$ cat src/rtl/uart9_pkg.sv
// Shared constants and types for the nine-bit multidrop serial port.
// How it works
// - Frame: start, 8 data LSB first, ninth, stop
// - Ninth transmitted bit comes from control bit
// - Received ninth bit stored; stop bit unchecked
// - Writing data register while idle launches a frame
// - Transmit flag sets as stop bit begins
// - Receive only while receive enable set
// - Accepted frame loads buffer, ninth, flag
// - Rejected frame changes nothing
// - Either flag setting raises enabled interrupt
`default_nettype none
package uart9_pkg;

    // Register byte offsets.
    localparam logic [3:0] CTRL_OFS = 4'h0;
    localparam logic [3:0] DATA_OFS = 4'h4;
    localparam logic [3:0] STAT_OFS = 4'h8;
    localparam logic [3:0] MASK_OFS = 4'hc;

    // Control register fields.
    localparam int CTRL_RXEN_BIT = 0;
    localparam int CTRL_MCE_BIT = 1;
    localparam int CTRL_TB8_BIT = 2;
    localparam logic [2:0] CTRL_RESET = 3'h0;

    // Status and mask register fields.
    localparam int STAT_TXDONE_BIT = 0;
    localparam int STAT_RXDONE_BIT = 1;
    localparam int STAT_RB8_BIT = 2;
    localparam int STAT_BUSY_BIT = 3;
    localparam logic [1:0] MASK_RESET = 2'h0;
    localparam logic [7:0] BUF_RESET = 8'h00;

    // Frame geometry.
    localparam int DATA_BITS = 8;
    localparam int FRAME_BITS = 11;
    localparam logic [3:0] STOP_IDX = 4'ha;
    localparam logic [3:0] NINTH_IDX = 4'h9;
    localparam logic [3:0] LAST_RX_IDX = 4'h8;

    // Default bit time in clock cycles.
    localparam int BIT_CYCLES_DEFAULT = 434;

    // Bus responses.
    localparam logic [1:0] RESP_OKAY = 2'h0;
    localparam logic [1:0] RESP_SLVERR = 2'h2;

    // One character: eight data bits and the ninth bit.
    typedef struct packed {
        logic ninth;
        logic [DATA_BITS-1:0] data;
    } char_s;

    // Receiver states, Gray coded along the frame.
    typedef enum logic [1:0] {
        RX_IDLE = 2'b00,
        RX_START = 2'b01,
        RX_DATA = 2'b11,
        RX_STOP = 2'b10
    } rx_state_e;

endpackage
`default_nettype wire

$ cat src/rtl/uart9_tx.sv
// Transmit shifter that serialises one eleven-bit frame.
`timescale 1ns/1ps
`default_nettype none
module uart9_tx
    import uart9_pkg::*;
#(
    parameter int BIT_CYCLES = BIT_CYCLES_DEFAULT
) (
    input wire logic clk,
    input wire logic reset_n,
    input wire logic ce,
    input wire logic start,
    input wire char_s frame,
    output logic txd,
    output logic busy,
    output logic stop_begin
);

    logic [15:0] cnt_q;
    logic [3:0] idx_q;
    logic [FRAME_BITS-1:0] sh_q;
    logic busy_q;
    logic txd_q;
    logic stop_q;
    logic ninth_q;
    logic bit_end;

    assign bit_end = (cnt_q == 16'(BIT_CYCLES - 1));
    assign txd = txd_q;
    assign busy = busy_q;
    assign stop_begin = stop_q;

    // Bit timing and frame shifting; a start while busy is ignored.
    always_ff @(posedge clk or negedge reset_n) begin
        if (!reset_n) begin
            busy_q <= 1'b0;
            cnt_q <= 16'h0000;
            idx_q <= 4'h0;
            sh_q <= '1;
            txd_q <= 1'b1;
            ninth_q <= 1'b0;
        end else if (ce) begin
            if (!busy_q && start) begin
                sh_q <= {1'b1, frame.ninth, frame.data, 1'b0};
                ninth_q <= frame.ninth;
                txd_q <= 1'b0;
                busy_q <= 1'b1;
                cnt_q <= 16'h0000;
                idx_q <= 4'h0;
            end else if (busy_q) begin
                if (bit_end) begin
                    cnt_q <= 16'h0000;
                    if (idx_q == STOP_IDX) begin
                        busy_q <= 1'b0;
                    end else begin
                        sh_q <= {1'b1, sh_q[FRAME_BITS-1:1]};
                        txd_q <= sh_q[1];
                        idx_q <= idx_q + 4'h1;
                    end
                end else begin
                    cnt_q <= cnt_q + 16'h0001;
                end
            end
        end
    end

    // One-cycle pulse as the stop bit starts on the line.
    always_ff @(posedge clk or negedge reset_n) begin
        if (!reset_n) begin
            stop_q <= 1'b0;
        end else if (ce) begin
            stop_q <= busy_q && bit_end && (idx_q == NINTH_IDX);
        end
    end
endmodule
`default_nettype wire

$ cat src/rtl/uart9_top.sv
// Nine-bit multidrop serial port with its register slave.
`timescale 1ns/1ps
`default_nettype none
module uart9_top
    import uart9_pkg::*;
#(
    parameter int BIT_CYCLES = BIT_CYCLES_DEFAULT,
    parameter int ADDR_W = 4
) (
    input wire logic clk,
    input wire logic reset_n,
    input wire logic ce,
    input wire logic awvalid,
    output logic awready,
    input wire logic [ADDR_W-1:0] awaddr,
    input wire logic wvalid,
    output logic wready,
    input wire logic [31:0] wdata,
    input wire logic [3:0] wstrb,
    output logic bvalid,
    input wire logic bready,
    output logic [1:0] bresp,
    input wire logic arvalid,
    output logic arready,
    input wire logic [ADDR_W-1:0] araddr,
    output logic rvalid,
    input wire logic rready,
    output logic [31:0] rdata,
    output logic [1:0] rresp,
    input wire logic rxd,
    output logic txd,
    output logic irq
);

    localparam int HALF_CYCLES = BIT_CYCLES / 2;

    ////////////////////////////////////////////////////////////////////////
    // Register bus slave.

    logic aw_have_q;
    logic w_have_q;
    logic [3:0] aw_addr_q;
    logic [7:0] w_data_q;
    logic w_lane_q;
    logic bvalid_q;
    logic [1:0] bresp_q;
    logic rvalid_q;
    logic [31:0] rdata_q;
    logic [1:0] rresp_q;
    logic do_write;
    logic wr_ok;

    // Ready drops with the clock enable so no beat is taken while frozen.
    assign awready = ce && !aw_have_q;
    assign wready = ce && !w_have_q;
    assign arready = ce && !rvalid_q;
    assign bvalid = bvalid_q;
    assign bresp = bresp_q;
    assign rvalid = rvalid_q;
    assign rdata = rdata_q;
    assign rresp = rresp_q;

    // Only aligned words inside the four-register window are mapped.
    assign wr_ok = (aw_addr_q[1:0] == 2'h0);
    assign do_write = ce && aw_have_q && w_have_q && !bvalid_q;

    // Address and data are held separately so either may come first.
    always_ff @(posedge clk or negedge reset_n) begin
        if (!reset_n) begin
            aw_have_q <= 1'b0;
            aw_addr_q <= 4'h0;
            w_have_q <= 1'b0;
            w_data_q <= 8'h00;
            w_lane_q <= 1'b0;
        end else if (ce) begin
            if (awvalid && awready) begin
                aw_have_q <= 1'b1;
                aw_addr_q <= awaddr[3:0];
            end else if (do_write) begin
                aw_have_q <= 1'b0;
            end
            if (wvalid && wready) begin
                w_have_q <= 1'b1;
                w_data_q <= wdata[7:0];
                w_lane_q <= wstrb[0];
            end else if (do_write) begin
                w_have_q <= 1'b0;
            end
        end
    end

    // Write response, one cycle after both halves are held.
    always_ff @(posedge clk or negedge reset_n) begin
        if (!reset_n) begin
            bvalid_q <= 1'b0;
            bresp_q <= RESP_OKAY;
        end else if (ce) begin
            if (do_write) begin
                bvalid_q <= 1'b1;
                bresp_q <= wr_ok ? RESP_OKAY : RESP_SLVERR;
            end else if (bready) begin
                bvalid_q <= 1'b0;
            end
        end
    end

    ////////////////////////////////////////////////////////////////////////
    // Software-visible state.

    logic [2:0] ctrl_q;
    logic [1:0] mask_q;
    logic tx_done_q;
    logic rx_done_q;
    logic rx_ninth_q;
    logic [7:0] rx_buf_q;
    logic tx_busy;
    logic tx_stop;
    logic tx_start;
    logic wr_data;
    logic wr_stat;
    logic accept;
    logic frame_end;
    char_s tx_char;
    logic [8:0] rx_sh_q;

    assign wr_data = do_write && wr_ok && w_lane_q && (aw_addr_q == DATA_OFS);
    assign wr_stat = do_write && wr_ok && w_lane_q && (aw_addr_q == STAT_OFS);
    // A data write while a frame is going out is dropped, not queued.
    assign tx_start = wr_data && !tx_busy;
    assign tx_char.data = w_data_q;
    assign tx_char.ninth = ctrl_q[CTRL_TB8_BIT];

    // Control and mask registers.
    always_ff @(posedge clk or negedge reset_n) begin
        if (!reset_n) begin
            ctrl_q <= CTRL_RESET;
            mask_q <= MASK_RESET;
        end else if (ce && do_write && wr_ok && w_lane_q) begin
            if (aw_addr_q == CTRL_OFS) begin
                ctrl_q <= w_data_q[2:0];
            end
            if (aw_addr_q == MASK_OFS) begin
                mask_q <= w_data_q[1:0];
            end
        end
    end

    // Sticky flags: a hardware set beats a write-one clear in one cycle.
    always_ff @(posedge clk or negedge reset_n) begin
        if (!reset_n) begin
            tx_done_q <= 1'b0;
            rx_done_q <= 1'b0;
        end else if (ce) begin
            if (tx_stop) begin
                tx_done_q <= 1'b1;
            end else if (wr_stat && w_data_q[STAT_TXDONE_BIT]) begin
                tx_done_q <= 1'b0;
            end
            if (accept) begin
                rx_done_q <= 1'b1;
            end else if (wr_stat && w_data_q[STAT_RXDONE_BIT]) begin
                rx_done_q <= 1'b0;
            end
        end
    end

    // Receive buffer and ninth bit load only on an accepted frame.
    always_ff @(posedge clk or negedge reset_n) begin
        if (!reset_n) begin
            rx_buf_q <= BUF_RESET;
            rx_ninth_q <= 1'b0;
        end else if (ce && accept) begin
            rx_buf_q <= rx_sh_q[7:0];
            rx_ninth_q <= rx_sh_q[8];
        end
    end

    // Interrupt is a level while any unmasked flag is set.
    assign irq = |({rx_done_q, tx_done_q} & mask_q);

    // Read path; reads have no side effects.
    always_ff @(posedge clk or negedge reset_n) begin
        if (!reset_n) begin
            rvalid_q <= 1'b0;
            rdata_q <= 32'h0000_0000;
            rresp_q <= RESP_OKAY;
        end else if (ce) begin
            if (arvalid && arready) begin
                rvalid_q <= 1'b1;
                rresp_q <= (araddr[1:0] == 2'h0) ? RESP_OKAY : RESP_SLVERR;
                unique case (araddr[3:0])
                    CTRL_OFS: rdata_q <= {29'h0, ctrl_q};
                    DATA_OFS: rdata_q <= {24'h0, rx_buf_q};
                    STAT_OFS: rdata_q <= {28'h0, tx_busy, rx_ninth_q,
                                          rx_done_q, tx_done_q};
                    MASK_OFS: rdata_q <= {30'h0, mask_q};
                    default: rdata_q <= 32'h0000_0000;
                endcase
            end else if (rready) begin
                rvalid_q <= 1'b0;
            end
        end
    end

    ////////////////////////////////////////////////////////////////////////
    // Transmitter.

    uart9_tx #(
        .BIT_CYCLES(BIT_CYCLES)
    ) u_tx (
        .clk(clk),
        .reset_n(reset_n),
        .ce(ce),
        .start(tx_start),
        .frame(tx_char),
        .txd(txd),
        .busy(tx_busy),
        .stop_begin(tx_stop)
    );

    ////////////////////////////////////////////////////////////////////////
    // Receiver.

    rx_state_e rx_state_q;
    logic rxd_prev_q;
    logic [15:0] rx_cnt_q;
    logic [3:0] rx_idx_q;
    logic rx_bit_end;
    logic rx_half;

    assign rx_bit_end = (rx_cnt_q == 16'(BIT_CYCLES - 1));
    assign rx_half = (rx_cnt_q == 16'(HALF_CYCLES - 1));
    // The frame ends at mid stop bit, but the stop bit level is never sampled.
    assign frame_end = ce && (rx_state_q == RX_STOP) && rx_bit_end;
    assign accept = frame_end && !rx_done_q &&
                    (!ctrl_q[CTRL_MCE_BIT] || rx_sh_q[8]);

    // Line history for the start edge.
    always_ff @(posedge clk or negedge reset_n) begin
        if (!reset_n) begin
            rxd_prev_q <= 1'b1;
        end else if (ce) begin
            rxd_prev_q <= rxd;
        end
    end

    // Frame walker; clearing receive enable aborts a frame in flight.
    always_ff @(posedge clk or negedge reset_n) begin
        if (!reset_n) begin
            rx_state_q <= RX_IDLE;
            rx_cnt_q <= 16'h0000;
            rx_idx_q <= 4'h0;
            rx_sh_q <= 9'h000;
        end else if (ce) begin
            if (!ctrl_q[CTRL_RXEN_BIT]) begin
                rx_state_q <= RX_IDLE;
            end else begin
                unique case (rx_state_q)
                    RX_IDLE: begin
                        rx_cnt_q <= 16'h0000;
                        if (rxd_prev_q && !rxd) begin
                            rx_state_q <= RX_START;
                        end
                    end
                    RX_START: begin
                        if (rx_half) begin
                            rx_cnt_q <= 16'h0000;
                            rx_idx_q <= 4'h0;
                            // A glitch shorter than half a bit is dropped.
                            rx_state_q <= rxd ? RX_IDLE : RX_DATA;
                        end else begin
                            rx_cnt_q <= rx_cnt_q + 16'h0001;
                        end
                    end
                    RX_DATA: begin
                        if (rx_bit_end) begin
                            rx_cnt_q <= 16'h0000;
                            rx_sh_q <= {rxd, rx_sh_q[8:1]};
                            rx_idx_q <= rx_idx_q + 4'h1;
                            if (rx_idx_q == LAST_RX_IDX) begin
                                rx_state_q <= RX_STOP;
                            end
                        end else begin
                            rx_cnt_q <= rx_cnt_q + 16'h0001;
                        end
                    end
                    RX_STOP: begin
                        if (rx_bit_end) begin
                            rx_cnt_q <= 16'h0000;
                            rx_state_q <= RX_IDLE;
                        end else begin
                            rx_cnt_q <= rx_cnt_q + 16'h0001;
                        end
                    end
                endcase
            end
        end
    end
endmodule
`default_nettype wire

$ cat config.mk
export PLATFORM = sky130hd
export DESIGN_NAME = uart9_top
export DESIGN_NICKNAME = d
export VERILOG_FILES = /design/src/rtl/uart9_pkg.sv /design/src/rtl/uart9_tx.sv /design/src/rtl/uart9_top.sv
export SDC_FILE = /design/constraint.sdc
export NUM_CORES = 1
export LEC_CHECK = 0
export BUFFER_PORTS_ARGS = -buffer_cell sky130_fd_sc_hd__buf_2
export CAP_MARGIN = 40
export CORE_ASPECT_RATIO = 1.4
export CORE_MARGIN = 2
export CORE_UTILIZATION = 61
export CTS_CLUSTER_DIAMETER = 150
export DETAILED_ROUTE_END_ITERATION = 10
export GPL_ROUTABILITY_DRIVEN = 0
export GPL_TIMING_DRIVEN = 0
export PLACE_DENSITY = 0.86
export SYNTH_ARGS = -nofsm -noshare
export SYNTH_HDL_FRONTEND = slang
export SYNTH_SLANG_ARGS = --single-unit
$ cat constraint.sdc
create_clock -name clk -period 6.7 [get_ports clk]
set_input_delay 1.34 -clock clk [delete_from_list [all_inputs] [get_ports clk]]
set_output_delay 1.34 -clock clk [all_outputs]
set_load 0.02 [all_outputs]
==> results of run 1 <==
-- synthesized netlist by cell type (3+ instances only) --
cell,instances
sky130_fd_sc_hd__a21oi_1,8
sky130_fd_sc_hd__nor2b_1,5
sky130_fd_sc_hd__nand3_1,21
sky130_fd_sc_hd__inv_1,18
sky130_fd_sc_hd__buf_2,3
sky130_fd_sc_hd__o21ai_0,29
sky130_fd_sc_hd__nand2b_1,6
sky130_fd_sc_hd__mux2i_1,14
sky130_fd_sc_hd__dfstp_2,11
sky130_fd_sc_hd__xor2_1,7
sky130_fd_sc_hd__nand4_1,9
sky130_fd_sc_hd__a21o_1,4
sky130_fd_sc_hd__nor3_1,7
sky130_fd_sc_hd__nand2_1,64
sky130_fd_sc_hd__and3_1,10
sky130_fd_sc_hd__mux2_2,34
sky130_fd_sc_hd__and4_1,4
sky130_fd_sc_hd__o31ai_1,4
sky130_fd_sc_hd__buf_4,27
sky130_fd_sc_hd__ha_1,10
sky130_fd_sc_hd__nor2_1,26
sky130_fd_sc_hd__dfrtp_1,96
sky130_fd_sc_hd__a31oi_1,10
sky130_fd_sc_hd__nand3b_1,5
sky130_fd_sc_hd__clkbuf_1,13
sky130_fd_sc_hd__a22o_1,10
sky130_fd_sc_hd__nor4_1,3
sky130_fd_sc_hd__xnor2_1,3
sky130_fd_sc_hd__or4_1,4
sky130_fd_sc_hd__or3_1,4
-- final cells by class --
type | count | area (µm²) | area share [%]
Sequential cell | 107 | 2690 | 43.1
Multi-Input combinational cell | 374 | 2530 | 40.6
Buffer | 45 | 282 | 4.51
Inverter | 18 | 67.6 | 1.08
Timing Repair Buffer | 43 | 240 | 3.85
Clock inverter | 6 | 57.6 | 0.922
Clock buffer | 10 | 239 | 3.83
Tap cell | 105 | 131 | 2.11
-- report_power, final --
group | internal (W) | total, W | switching, W
Sequential | 0.000747 | 0.000840 | 0.0000928
Combinational | 0.000145 | 0.000335 | 0.000190
Clock | 0.000270 | 0.000525 | 0.000255
-- per-layer routing --
| metal | up-vias | track usage (%) |
|---|---|---|
| met5 | - | 0 |
| met1 | 2036 | 30.8 |
| met2 | 141 | 41.4 |
| met3 | 25 | 3.11 |
| li1 | 1977 | - |
| met4 | 0 | 11.4 |
-- worst max-delay path, cell delays in order --
cell                       delay (ns)
sky130_fd_sc_hd__buf_2           0.13
sky130_fd_sc_hd__clkbuf_1        0.41
sky130_fd_sc_hd__buf_1           0.38
sky130_fd_sc_hd__clkbuf_1        0.45
sky130_fd_sc_hd__nor2b_1         0.34
sky130_fd_sc_hd__buf_2           0.22
-- cells by family (layout without fill, tap and decap cells) --
kind of cell | Yosys count | count (layout) | share of synthesized area, %
AOI/OAI and AO/OA | 86 | 86 | 10.5
DFF | 107 | 107 | 49.1
buffers and inverters | 63 | 122 | 6.37
xor gates and xnor gates | 10 | 10 | 1.60
other | 1 | 26 | 0.0685
and+or+nand+nor | 191 | 191 | 19.4
adders and majority gates | 10 | 10 | 2.28
muxes | 51 | 51 | 10.6
-- stage by stage --
stage	worst slack, ns	power [W]	utilization, %	instance area [µm²]
floorplan	2.85	0.00107	-	5570
global placement	2.16	0.00116	68.3	5910
detailed placement	2.16	0.00118	68.6	5940
CTS	2.16	0.00170	72.1	6240
global route	1.96	0.00178	72.1	6240
finish	2.10	0.00170	72.1	6240
-- state kept, by name, indices dropped and copies added, names as in the netlist, 2 cells and up --
name,cells
rx_buf_q,8
rx_state_q,2
rx_idx_q,4
ctrl_q,3
mask_q,2
rx_cnt_q,16
aw_addr_q,4
u_tx.sh_q,10
rx_sh_q,9
w_data_q,8
rdata,8
u_tx.cnt_q,16
u_tx.idx_q,4
-- final timing paths --
kind / startpoint / endpoint / slack (ns) / cells after the start
min in group asynchronous: reset_n / rx_cnt_q[9]$_DFFE_PN0P_ / 0.98 / 1
max reg2reg: rx_cnt_q[1]$_DFFE_PN0P_ / rx_buf_q[1]$_DFFE_PN0P_ / 4.23 / 7
max in group asynchronous: reset_n / u_tx.sh_q[8]$_DFFE_PN1P_ / 4.99 / 2
max: ce / awready / 2.10 / 6
min: u_tx.sh_q[9]$_DFFE_PN1P_ / u_tx.sh_q[9]$_DFFE_PN1P_ / 0.47 / 2
min reg2reg: u_tx.sh_q[9]$_DFFE_PN1P_ / u_tx.sh_q[9]$_DFFE_PN1P_ / 0.47 / 2
==> impl_summary.md, run 1 <==
Drt
The detailed-route wire length per cell is roughly 16 µm. The total iterations of the first detailed-routing run is 4. The total via count in the routed design is 4179.

The routed design uses between 5 and 6 mm of met2 wire. The post-detailed-route via-to-cell ratio is 5.90. The violation count after the first detailed-route iteration is roughly 310. The final wirelength is 11.2 mm.

The detailed-routing wirelength on met1 is between 4 and 5 mm. The wire length on met3 is ~550 µm. The count of nets left with antenna violations after detail routing is 0. The detailed router used layers up to and including met4. For this run, design rule violations remaining after detail routing come to 0.

STA
The final hold violation count was 0. The final count of negative-setup-slack endpoints is 0. The count of pins over their slew limit came to 0. Hold timing on the final database bottoms out at a slack of around 0.47 ns. The slew of the pin with the lowest slew margin is around 0.70 ns. The worst path in the final design needs a cycle of 4.60 ns, including I/O delays and setup.

Setup repair after global routing left no endpoint under its margin. The highest clock rate is around 0.22 GHz. The final total negative setup slack is 0 ns. The final critical path takes up between 60% and 70% of the cycle. The final worst clock skew is 0.00507 ns. The worst slew slack as a fraction of its limit is 53.1%.

Synth
During synthesis, Yosys emitted a total of 0 warnings. The gate count after technology mapping is approximately 520. The post-synthesis cell area is about 5500 µm². The most used flip-flop cell after synthesis is sky130_fd_sc_hd__dfrtp_1. By area the synthesized netlist is led by sky130_fd_sc_hd__dfrtp_1 (44%), sky130_fd_sc_hd__mux2_2 (7.0%), sky130_fd_sc_hd__dfstp_2 (5.3%). The count of different cell masters after synthesis is 65.

The count of state elements after synthesis is around 110. After synthesis, the largest area contributor takes up a little over two fifths of total cell area. Summed over all instances, the cell type with the most area after synthesis is sky130_fd_sc_hd__dfrtp_1. Yosys mapped a number of flops with a built-in enable equal to 0. The average cell area after synthesis is between 10 and 15 µm². After synthesis, flip-flops and latches occupy approximately half of the total area. The share of synthesized registers carrying an async set or reset is 100%.

Floorplanning
The number of ports placed on the die boundary is 96. The effective utilization at floorplan is ~63%. The die area is just under 10000 µm². In this run the vertical extent of the chip is 116 µm. In this run the horizontal extent of the chip is around 84 µm. The initialized floorplan defines 40 standard-cell rows. The core region is 8660 µm².

Setup path
In this run the worst path has a maximum fanout of 10. The start-to-end type of the worst setup path is in2out. The arrival time of the worst setup path is 3.26 ns. The critical path launch point type is an input pin. STA puts the critical path data required time at 5.36 ns. STA classifies the critical path endpoint as a primary output.

Place
The count of buffers inserted at the top-level ports is 42. After legalization and detailed placement, the total HPWL measured roughly 8 mm. The post-placement cell count is 692.

Power
The analysis attributes to cell leakage a power of between 2 and 3 nW. The largest vdd supply drop is 0.204 mV. Dividing total power by cell area gives a power density of between 200 and 300 nW/µm².

Clock tree
In this run, post-CTS repair resized a total of 0 instances. The count of buffers added by post-CTS timing repair for setup is 0. The clock-pin slew on the worst setup and hold paths is 0.07 ns. The tree is rooted in a sky130_fd_sc_hd__clkbuf_16. The longest clock path from root to sink contains 2 buffers. TritonCTS built the clock tree. The insertion delay to the later sink of the worst-skew pair is 0.36 ns. The total CTS buffers is 9.

The H-tree generated during clock tree synthesis spans 3 levels. The clock drives 107 sinks. In this run, post-CTS hold repair placed 0 buffers.

Global route
The number of global-route vias before repair is between 3000 and 4000. The first global-routing pass estimated 18.8 mm of wire. The global-route congestion overflow total is 0. Entering global routing, the biggest net connects 66 pins. The initial antenna violation count is 0.

The global routing usage summed across all routing layers is 24.2%.

Cells and area
0 antenna diodes ended up in the layout. The net count of the finished layout is ~660. The post-route netlist has between 20% and 30% of its cells at a drive strength greater than 1. Leaving out fill and tap cells, the most frequent cell in the layout is sky130_fd_sc_hd__dfrtp_1. After filler insertion, the fill cell instance count of the layout stands at 603.

Compared with the post-synthesis result, the final layout area differs by 13.9%. After the flow finishes, the layout carries non-filler instances totaling 708. The top cell types in the final layout, fill and taps aside, are sky130_fd_sc_hd__dfrtp_1 (96), sky130_fd_sc_hd__nand2_1 (64), sky130_fd_sc_hd__buf_2 (44).

Worst hold path
The class of the tightest hold or removal check is reg2reg.

Run
The number of max-capacitance violations reported is 0.

Status
The flow ran to the end, and the final reports show no timing, DRC or antenna violations.
No activity file was read; power rests on OpenSTA's default activity.
==> run 2: changes to the inputs <==
--- a/config.mk
+++ b/config.mk
@@ -9,12 +9,12 @@
 export CAP_MARGIN = 40
 export CORE_ASPECT_RATIO = 1.4
 export CORE_MARGIN = 2
-export CORE_UTILIZATION = 61
+export CORE_UTILIZATION = 56
 export CTS_CLUSTER_DIAMETER = 150
 export DETAILED_ROUTE_END_ITERATION = 10
 export GPL_ROUTABILITY_DRIVEN = 0
 export GPL_TIMING_DRIVEN = 0
-export PLACE_DENSITY = 0.86
+export PLACE_DENSITY = 0.8
 export SYNTH_ARGS = -nofsm -noshare
 export SYNTH_HDL_FRONTEND = slang
 export SYNTH_SLANG_ARGS = --single-unit
==> constraint.sdc (replaced) <==
create_clock -name clk -period 4.25 [get_ports clk]
set_input_delay 0.85 -clock clk [delete_from_list [all_inputs] [get_ports clk]]
set_output_delay 0.85 -clock clk [all_outputs]
set_load 0.02 [all_outputs]
==> impl_summary.md, run 2 (synthesized netlist as in run 1, its figures left out) <==
Status
The run finished with clean final reports.

Run
The number of max-capacitance violations reported was 0 (unchanged).

Power
The switching power share of the total came to 30.1% (-1.5 points). The largest vdd supply drop came to 0.309 mV (+51%). The switching component of the power is 0.000811 W (+51%). The relative contribution of combinational cells to total power is 19.6% (about the same). The cell-internal power is 0.00188 W (+62%). The sequential share of power was 49.0% (-0.4 points). The proportion of power drawn by the clock network was 31.4% (+0.5 points). The power density normalized to cell area came to 429 nW/µm² (+58%). The static leakage was 2.96 nW (+0.30%).

STA
The final setup slack of the worst path is 0.767 ns (-1.33 ns). After layout, the worst path uses 82.0% of the clock period. The final total negative setup slack is 0 ns (unchanged). The slew of the pin with the lowest slew margin is 0.815 ns (+0.118 ns).

The worst slew slack as a fraction of its limit is 45.2% (-7.9 points). Setup repair after global routing left no endpoint under its margin. The final hold violation count came to 0 (unchanged). The final worst clock skew is 0.0124 ns (+0.00734 ns). For the finished layout, the period the worst path requires is ~3.5 ns. Based on the critical path, the design can be clocked at up to between 0.2 and 0.3 GHz. The final count of negative-setup-slack endpoints was 0 (unchanged). The count of pins over their slew limit is 0 (unchanged).

Drt
The count of unresolved DRC violations after routing is 0 (unchanged). The total iterations of the first detailed-routing run came to 5 (+1). The post-detailed-route via-to-cell ratio is 5.65 (-4.3%). The final wirelength is 11.1 mm (-0.78%). The violation count after the first detailed-route iteration is 217 (-31%). The detailed-route wire length per cell came to 15.1 µm (-4.4%). The count of nets left with antenna violations after detail routing came to 0 (unchanged).

The total via count in the routed design was 4152 (-0.65%).

Setup path
The top fanout value on the critical path is 10 (unchanged). The capture point of the critical path is awready. The data required time at the worst endpoint was 3.40 ns (-1.96 ns). The maximum single-stage delay on the critical path is 0.42 ns (-0.03 ns).

The reg-to-reg startpoint is rx_cnt_q[1]$_DFFE_PN0P_. The start-to-end type of the worst setup path is in2out. The critical path launch point type is an input pin. The logic depth of the worst register-to-register path was 7 (unchanged). STA classifies the critical path endpoint as a primary output. The arrival time of the worst setup path was 2.63 ns (-0.63 ns). The setup slack of the most critical reg-to-reg path is 1.81 ns (-2.42 ns). In this run the worst setup path begins at ce. Among all stages on the critical path, the largest delay is contributed by sky130_fd_sc_hd__clkbuf_1. The end of the worst register-to-register path is rx_buf_q[4]$_DFFE_PN0P_.

Walking the worst path, the cells encountered are buf_2, clkbuf_1, buf_1, clkbuf_1, nor2b_1, buf_2.

Clock tree
The clock-pin slew on the worst setup and hold paths came to 0.07 ns (about the same). The buffer type at the clock tree root is sky130_fd_sc_hd__clkbuf_16. The maximum level of the CTS H-tree is 3 (unchanged). The insertion delay to the later sink of the worst-skew pair was 0.35 ns (about the same).

The clock tree from TritonCTS is done. The hold-fix buffer count after cts is 0 (unchanged). The total CTS buffers is 9 (unchanged). The maximum clock path buffer count is 2 (unchanged). The count of buffers added by post-CTS timing repair for setup came to 0 (unchanged). The number of clock sinks is 107 (unchanged). The post-cts gate resize count is 0 (unchanged).

Floorplanning
The die area was 10600 µm² (+8.5%). The effective utilization at floorplan is 57.6% (-5.7 points). The floorplan row count is 42 (+5.0%). The number of ports placed on the die boundary came to 96 (unchanged).

The placeable core area came to 9510 µm² (+9.9%). The overall die height is 121 µm (+4.2%). The x dimension of the die came to 87.6 µm (+4.2%).

Global route
The number of global-route vias before repair is 4009 (+2.8%). The pin count of the biggest net entering global routing is 67 (+1.5%). The global-route wire length before repair is 18.3 mm (-2.8%).

The global routing usage summed across all routing layers came to 21.9% (-2.3 points). The global-route congestion overflow total is 0 (unchanged). The initial antenna violation count was 0 (unchanged).

Place
The placed wire-length estimate after detailed placement was 8.09 mm (+0.62%). The placement-stage cell area is 5980 µm² (+0.57%). The post-placement setup slack is 0.737 ns (-1.42 ns). The count of buffers inserted at the top-level ports is 42 (unchanged). The post-placement cell count was 719 (+3.9%).

Cells and area
The number of fill cells is 750 (+24%). Relative to the synthesized area, the layout overhead comes to 14.6%. The largest registers in the layout are rx_cnt_q (16), u_tx.cnt_q (16), u_tx.sh_q (10).

The net count of the finished layout was 661 (unchanged). The share of cells above drive strength 1 is 24.2% (-0.33 points). The most common cell after layout, fill and taps aside is sky130_fd_sc_hd__dfrtp_1. The library cells used most frequently in the layout, excluding fill and tap cells, are sky130_fd_sc_hd__dfrtp_1 (96), sky130_fd_sc_hd__nand2_1 (64), sky130_fd_sc_hd__buf_2 (44). The number of standard cells in the final layout excluding fillers was 735 (+3.8%). The antenna cell count is 0 (unchanged).

The post-route standard cell area excluding fillers is 6280 µm² (+0.64%).

Worst hold path
The startpoint identified for the worst hold timing path is u_tx.sh_q[9]$_DFFE_PN1P_. The class of the tightest hold or removal check is reg2reg.
-- run 2: changes by cell type in the layout (fill, tap and decap cells not counted), sizes merged --
cell      before  now
bufinv         0    1
clkbuf        23   25
clkinvlp       2    0
inv           21   20
-- run 2: power groups by stage --
| stage | clock network [W] | registers (W) | logic, W |
|---|---|---|---|
| CTS | 0.000864 | 0.00132 | 0.000533 |
| global placement | 0 | 0.00133 | 0.000505 |
| detailed placement | 0 | 0.00134 | 0.000528 |
| finish | 0.000845 | 0.00132 | 0.000529 |
| global route | 0.000899 | 0.00134 | 0.000590 |
| floorplan | 0 | 0.00131 | 0.000371 |
-- run 2: worst min-delay path by stage --
stage                          endpoint  slack [ns]  depth (start not counted)
2_1_floorplan  u_tx.sh_q[9]$_DFFE_PN1P_        0.44                          2
4_1_cts        u_tx.sh_q[9]$_DFFE_PN1P_        0.47                          2
6_report       u_tx.sh_q[9]$_DFFE_PN1P_        0.47                          2
5_1_grt        u_tx.sh_q[9]$_DFFE_PN1P_        0.49                          2
3_3_place_gp   u_tx.sh_q[9]$_DFFE_PN1P_        0.45                          2
3_5_place_dp   u_tx.sh_q[9]$_DFFE_PN1P_        0.46                          2
-- run 2: metrics by stage --
stage	hold WS, ns	total power (W)	utilization (%)
after floorplan	0.439	0.00168	-
after global placement	0.449	0.00183	62.5
after detailed placement	0.458	0.00187	62.8
after CTS	0.471	0.00271	66.0
after global routing	0.491	0.00283	66.0
final	0.468	0.00270	66.0
-- run 2: critical path, delay by kind of cell --
family	cells	cell delay [ns]
simple gates	1	0.26
buf+inv	5	1.54
-- run 2: layer usage --
layer | vias to the layer above | track usage (%) | wire (µm)
met5 | - | 0 | 0
met3 | 16 | 4.22 | 434
li1 | 1978 | - | -
met2 | 111 | 37.2 | 5900
met4 | 0 | 7.79 | 168
met1 | 2047 | 27.5 | 4620
-- run 2: cell type report --
class	instances	area (µm²)	share of cell area [%]
Sequential cell	107	2690	42.9
Multi-Input combinational cell	374	2530	40.3
Buffer	45	282	4.48
Clock buffer	12	246	3.93
Timing Repair Buffer	43	240	3.83
Tap cell	132	165	2.63
Inverter	18	67.6	1.08
Clock inverter	4	56.3	0.897
==> run 3: changes to the inputs <==
--- a/config.mk
+++ b/config.mk
@@ -9,12 +9,12 @@
 export CAP_MARGIN = 40
 export CORE_ASPECT_RATIO = 1.4
 export CORE_MARGIN = 2
-export CORE_UTILIZATION = 56
+export CORE_UTILIZATION = 51
 export CTS_CLUSTER_DIAMETER = 150
 export DETAILED_ROUTE_END_ITERATION = 10
 export GPL_ROUTABILITY_DRIVEN = 0
 export GPL_TIMING_DRIVEN = 0
-export PLACE_DENSITY = 0.8
+export PLACE_DENSITY = 0.77
 export SYNTH_ARGS = -nofsm -noshare
 export SYNTH_HDL_FRONTEND = slang
 export SYNTH_SLANG_ARGS = --single-unit
==> constraint.sdc (replaced) <==
create_clock -name clk -period 2.84 [get_ports clk]
set_input_delay 0.568 -clock clk [delete_from_list [all_inputs] [get_ports clk]]
set_output_delay 0.568 -clock clk [all_outputs]
set_load 0.02 [all_outputs]
==> impl_summary.md, run 3 (synthesized netlist as in run 1, its figures left out) <==
Setup path
The slowest stage of the critical path is the sky130_fd_sc_hd__clkbuf_1 cell. The data required time at the worst endpoint was 2.27 ns (-1.13 ns). Traced cell by cell, the critical path runs through buf_2, clkbuf_1, clkbuf_2, clkbuf_2, nor2b_1, buf_2. The critical path launch point type is an input pin. The top fanout value on the critical path was 10 (unchanged). The maximum single-stage delay on the critical path is 0.38 ns (-0.04 ns).

STA classifies the critical path endpoint as a primary output. The arrival time of the worst setup path is 2.12 ns (-0.51 ns). The logic depth of the worst register-to-register path is 7 (unchanged). The start-to-end type of the worst setup path is in2out.

STA
The worst slew slack as a fraction of its limit is 49.7% (+4.6 points). The final hold violation count was 0 (unchanged). The final setup slack of the worst path was 0.152 ns (-0.615 ns). The slew of the pin with the lowest slew margin is 0.747 ns (-0.0681 ns). The final count of negative-setup-slack endpoints was 0 (unchanged). The worst path in the final design needs a cycle of roughly 2.7 ns, including I/O delays and setup.

The highest clock rate is ~0.37 GHz. Setup repair after global routing left no endpoint under its margin. The final total negative setup slack is 0 ns (unchanged). The count of pins over their slew limit is 0 (unchanged). The final worst clock skew is 0.0102 ns (-0.00224 ns). The worst path uses 94.7% of the clock period.

Run
The number of max-capacitance violations reported is 0 (unchanged).

Drt
The total iterations of the first detailed-routing run is 5 (unchanged). The count of unresolved DRC violations after routing is 0 (unchanged). The final wirelength was 11.5 mm (+3.2%). The post-detailed-route via-to-cell ratio is 5.58 (-1.1%).

The count of nets left with antenna violations after detail routing is 0 (unchanged). The total via count in the routed design is 4138 (-0.34%). The detailed-route wire length per cell is 15.5 µm (+2.3%).

The violation count after the first detailed-route iteration is 240 (+11%).

Floorplanning
The number of ports placed on the die boundary is 96 (unchanged). The floorplan row count is 44 (+4.8%). The x dimension of the die is 91.6 µm (+4.6%). The placeable core area is 10400 µm² (+9.4%).

The overall die height is 127 µm (+4.6%). The effective utilization at floorplan is 52.6% (-4.9 points). The die area is 11600 µm² (+9.4%).

Cells and area
The total area of multi-input combinational cells came to 2530 µm² (unchanged). The area growth from synthesis to layout came to 14.5% (about the same). The register area is 2690 µm² (unchanged).

The library cells used most frequently in the layout, excluding fill and tap cells, are sky130_fd_sc_hd__dfrtp_1 (96), sky130_fd_sc_hd__nand2_1 (64), sky130_fd_sc_hd__buf_2 (44). The net count of the finished layout is 661 (unchanged). The library cell used most frequently in the layout, excluding fill and tap cells, is sky130_fd_sc_hd__dfrtp_1. The number of fill cells is 859 (+15%). The antenna cell count is 0 (unchanged). The number of standard cells in the final layout excluding fillers was 741 (+0.82%). The final cell utilization of the core is 60.3% (-5.7 points).

In the final layout, the registers with the most flip-flops are rx_cnt_q (16), u_tx.cnt_q (16), u_tx.sh_q (10). The share of cells above drive strength 1 came to 24.9% (+0.66 points).

Worst hold path
The class of the tightest hold or removal check is in2async.

Global route
The global-route wire length before repair is 19.6 mm (+7.5%). The global routing usage summed across all routing layers is 21.1% (-0.82 points). The pin count of the biggest net entering global routing was 57 (-15%). The initial antenna violation count was 0 (unchanged). The number of global-route vias before repair came to 4126 (+2.9%). The global-route congestion overflow total is 0 (unchanged).

Place
The placed wire-length estimate after detailed placement came to 8.32 mm (+2.9%). The post-placement setup slack came to -0.0780 ns (-0.815 ns). The post-placement cell count is 725 (+0.83%).

The count of buffers inserted at the top-level ports came to 42 (unchanged).

Power
The power density normalized to cell area is 636 nW/µm² (+48%). The largest vdd supply drop came to 0.405 mV (+31%). The static leakage is 2.96 nW (about the same).

Clock tree
The maximum level of the CTS H-tree is 3 (unchanged). The insertion delay to the later sink of the worst-skew pair came to 0.35 ns (about the same). The total CTS buffers is 9 (unchanged).

The maximum clock path buffer count was 2 (unchanged). The clock-pin slew on the worst setup and hold paths was 0.07 ns (about the same). The count of buffers added by post-CTS timing repair for setup is 0 (unchanged).

The number of clock sinks came to 107 (unchanged). The clock tree from TritonCTS is done. In this run the clock root is driven by a sky130_fd_sc_hd__clkbuf_16.

Status
The run finished with clean final reports.
## run 3: changes by cell type in the layout (fill, tap and decap cells not counted)
cell,change
sky130_fd_sc_hd__bufinv_16,-1
sky130_fd_sc_hd__clkinv_4,+1
sky130_fd_sc_hd__clkbuf_1,-3
sky130_fd_sc_hd__clkinv_2,+1
sky130_fd_sc_hd__clkinvlp_4,+1
sky130_fd_sc_hd__clkbuf_2,+2
sky130_fd_sc_hd__buf_1,-1
## run 3: worst paths after layout
kind,from,to,slack [ns]
max reg2reg,rx_cnt_q[1]$_DFFE_PN0P_,rx_buf_q[1]$_DFFE_PN0P_,0.39
min in group clk,bready,bvalid$_DFFE_PN0P_,0.42
min reg2reg,u_tx.sh_q[9]$_DFFE_PN1P_,u_tx.sh_q[9]$_DFFE_PN1P_,0.46
max,ce,awready,0.15
min,reset_n,rx_cnt_q[11]$_DFFE_PN0P_,0.26
max in group asynchronous,reset_n,u_tx.sh_q[8]$_DFFE_PN1P_,1.83
## run 3: final cells by class
class,count,share of cell area (%)
Sequential cell,107,42.9
Multi-Input combinational cell,374,40.3
Buffer,45,4.53
Timing Repair Buffer,43,3.83
Clock buffer,10,3.81
Tap cell,138,2.75
Inverter,18,1.08
Clock inverter,6,0.758
## run 3: per-layer routing
metal	track usage, %	up-vias	part of all wire (%)
li1	-	1973	-
met1	25.8	2013	41
met2	36.7	134	52
met3	4.69	18	5.6
met4	7.22	0	2.0
met5	0	-	0
## run 3: worst max-delay path: cells and delay by family
family / cells / cell delay (ns)
buf+inv: 5 / 1.31
simple gates: 1 / 0.24
## run 3: stage by stage
step                      instance area [µm²]  hold WS (ns)  total power [W]
after floorplan                          5570         0.272          0.00252
after global placement                   5950         0.451          0.00275
after detailed placement                 5980         0.459          0.00281
after CTS                                6270         0.287          0.00401
after global routing                     6270         0.321          0.00420
final                                    6270         0.259          0.00399
## run 3: report_power, final
group	internal (W)	total (W)	switching (W)
logic	0.000343	0.000798	0.000455
clock network	0.000627	0.00121	0.000581
registers	0.00176	0.00199	0.000223
## run 3: repair_timing
action / in CTS / in global routing
endpoints found under the setup margin: 1 / 2
hold buffers: 0 / 0
gates cloned: 0 / 0
endpoints found under the hold margin: 0 / 0
resized for setup: 1 / 1
pin swaps: 0 / 0
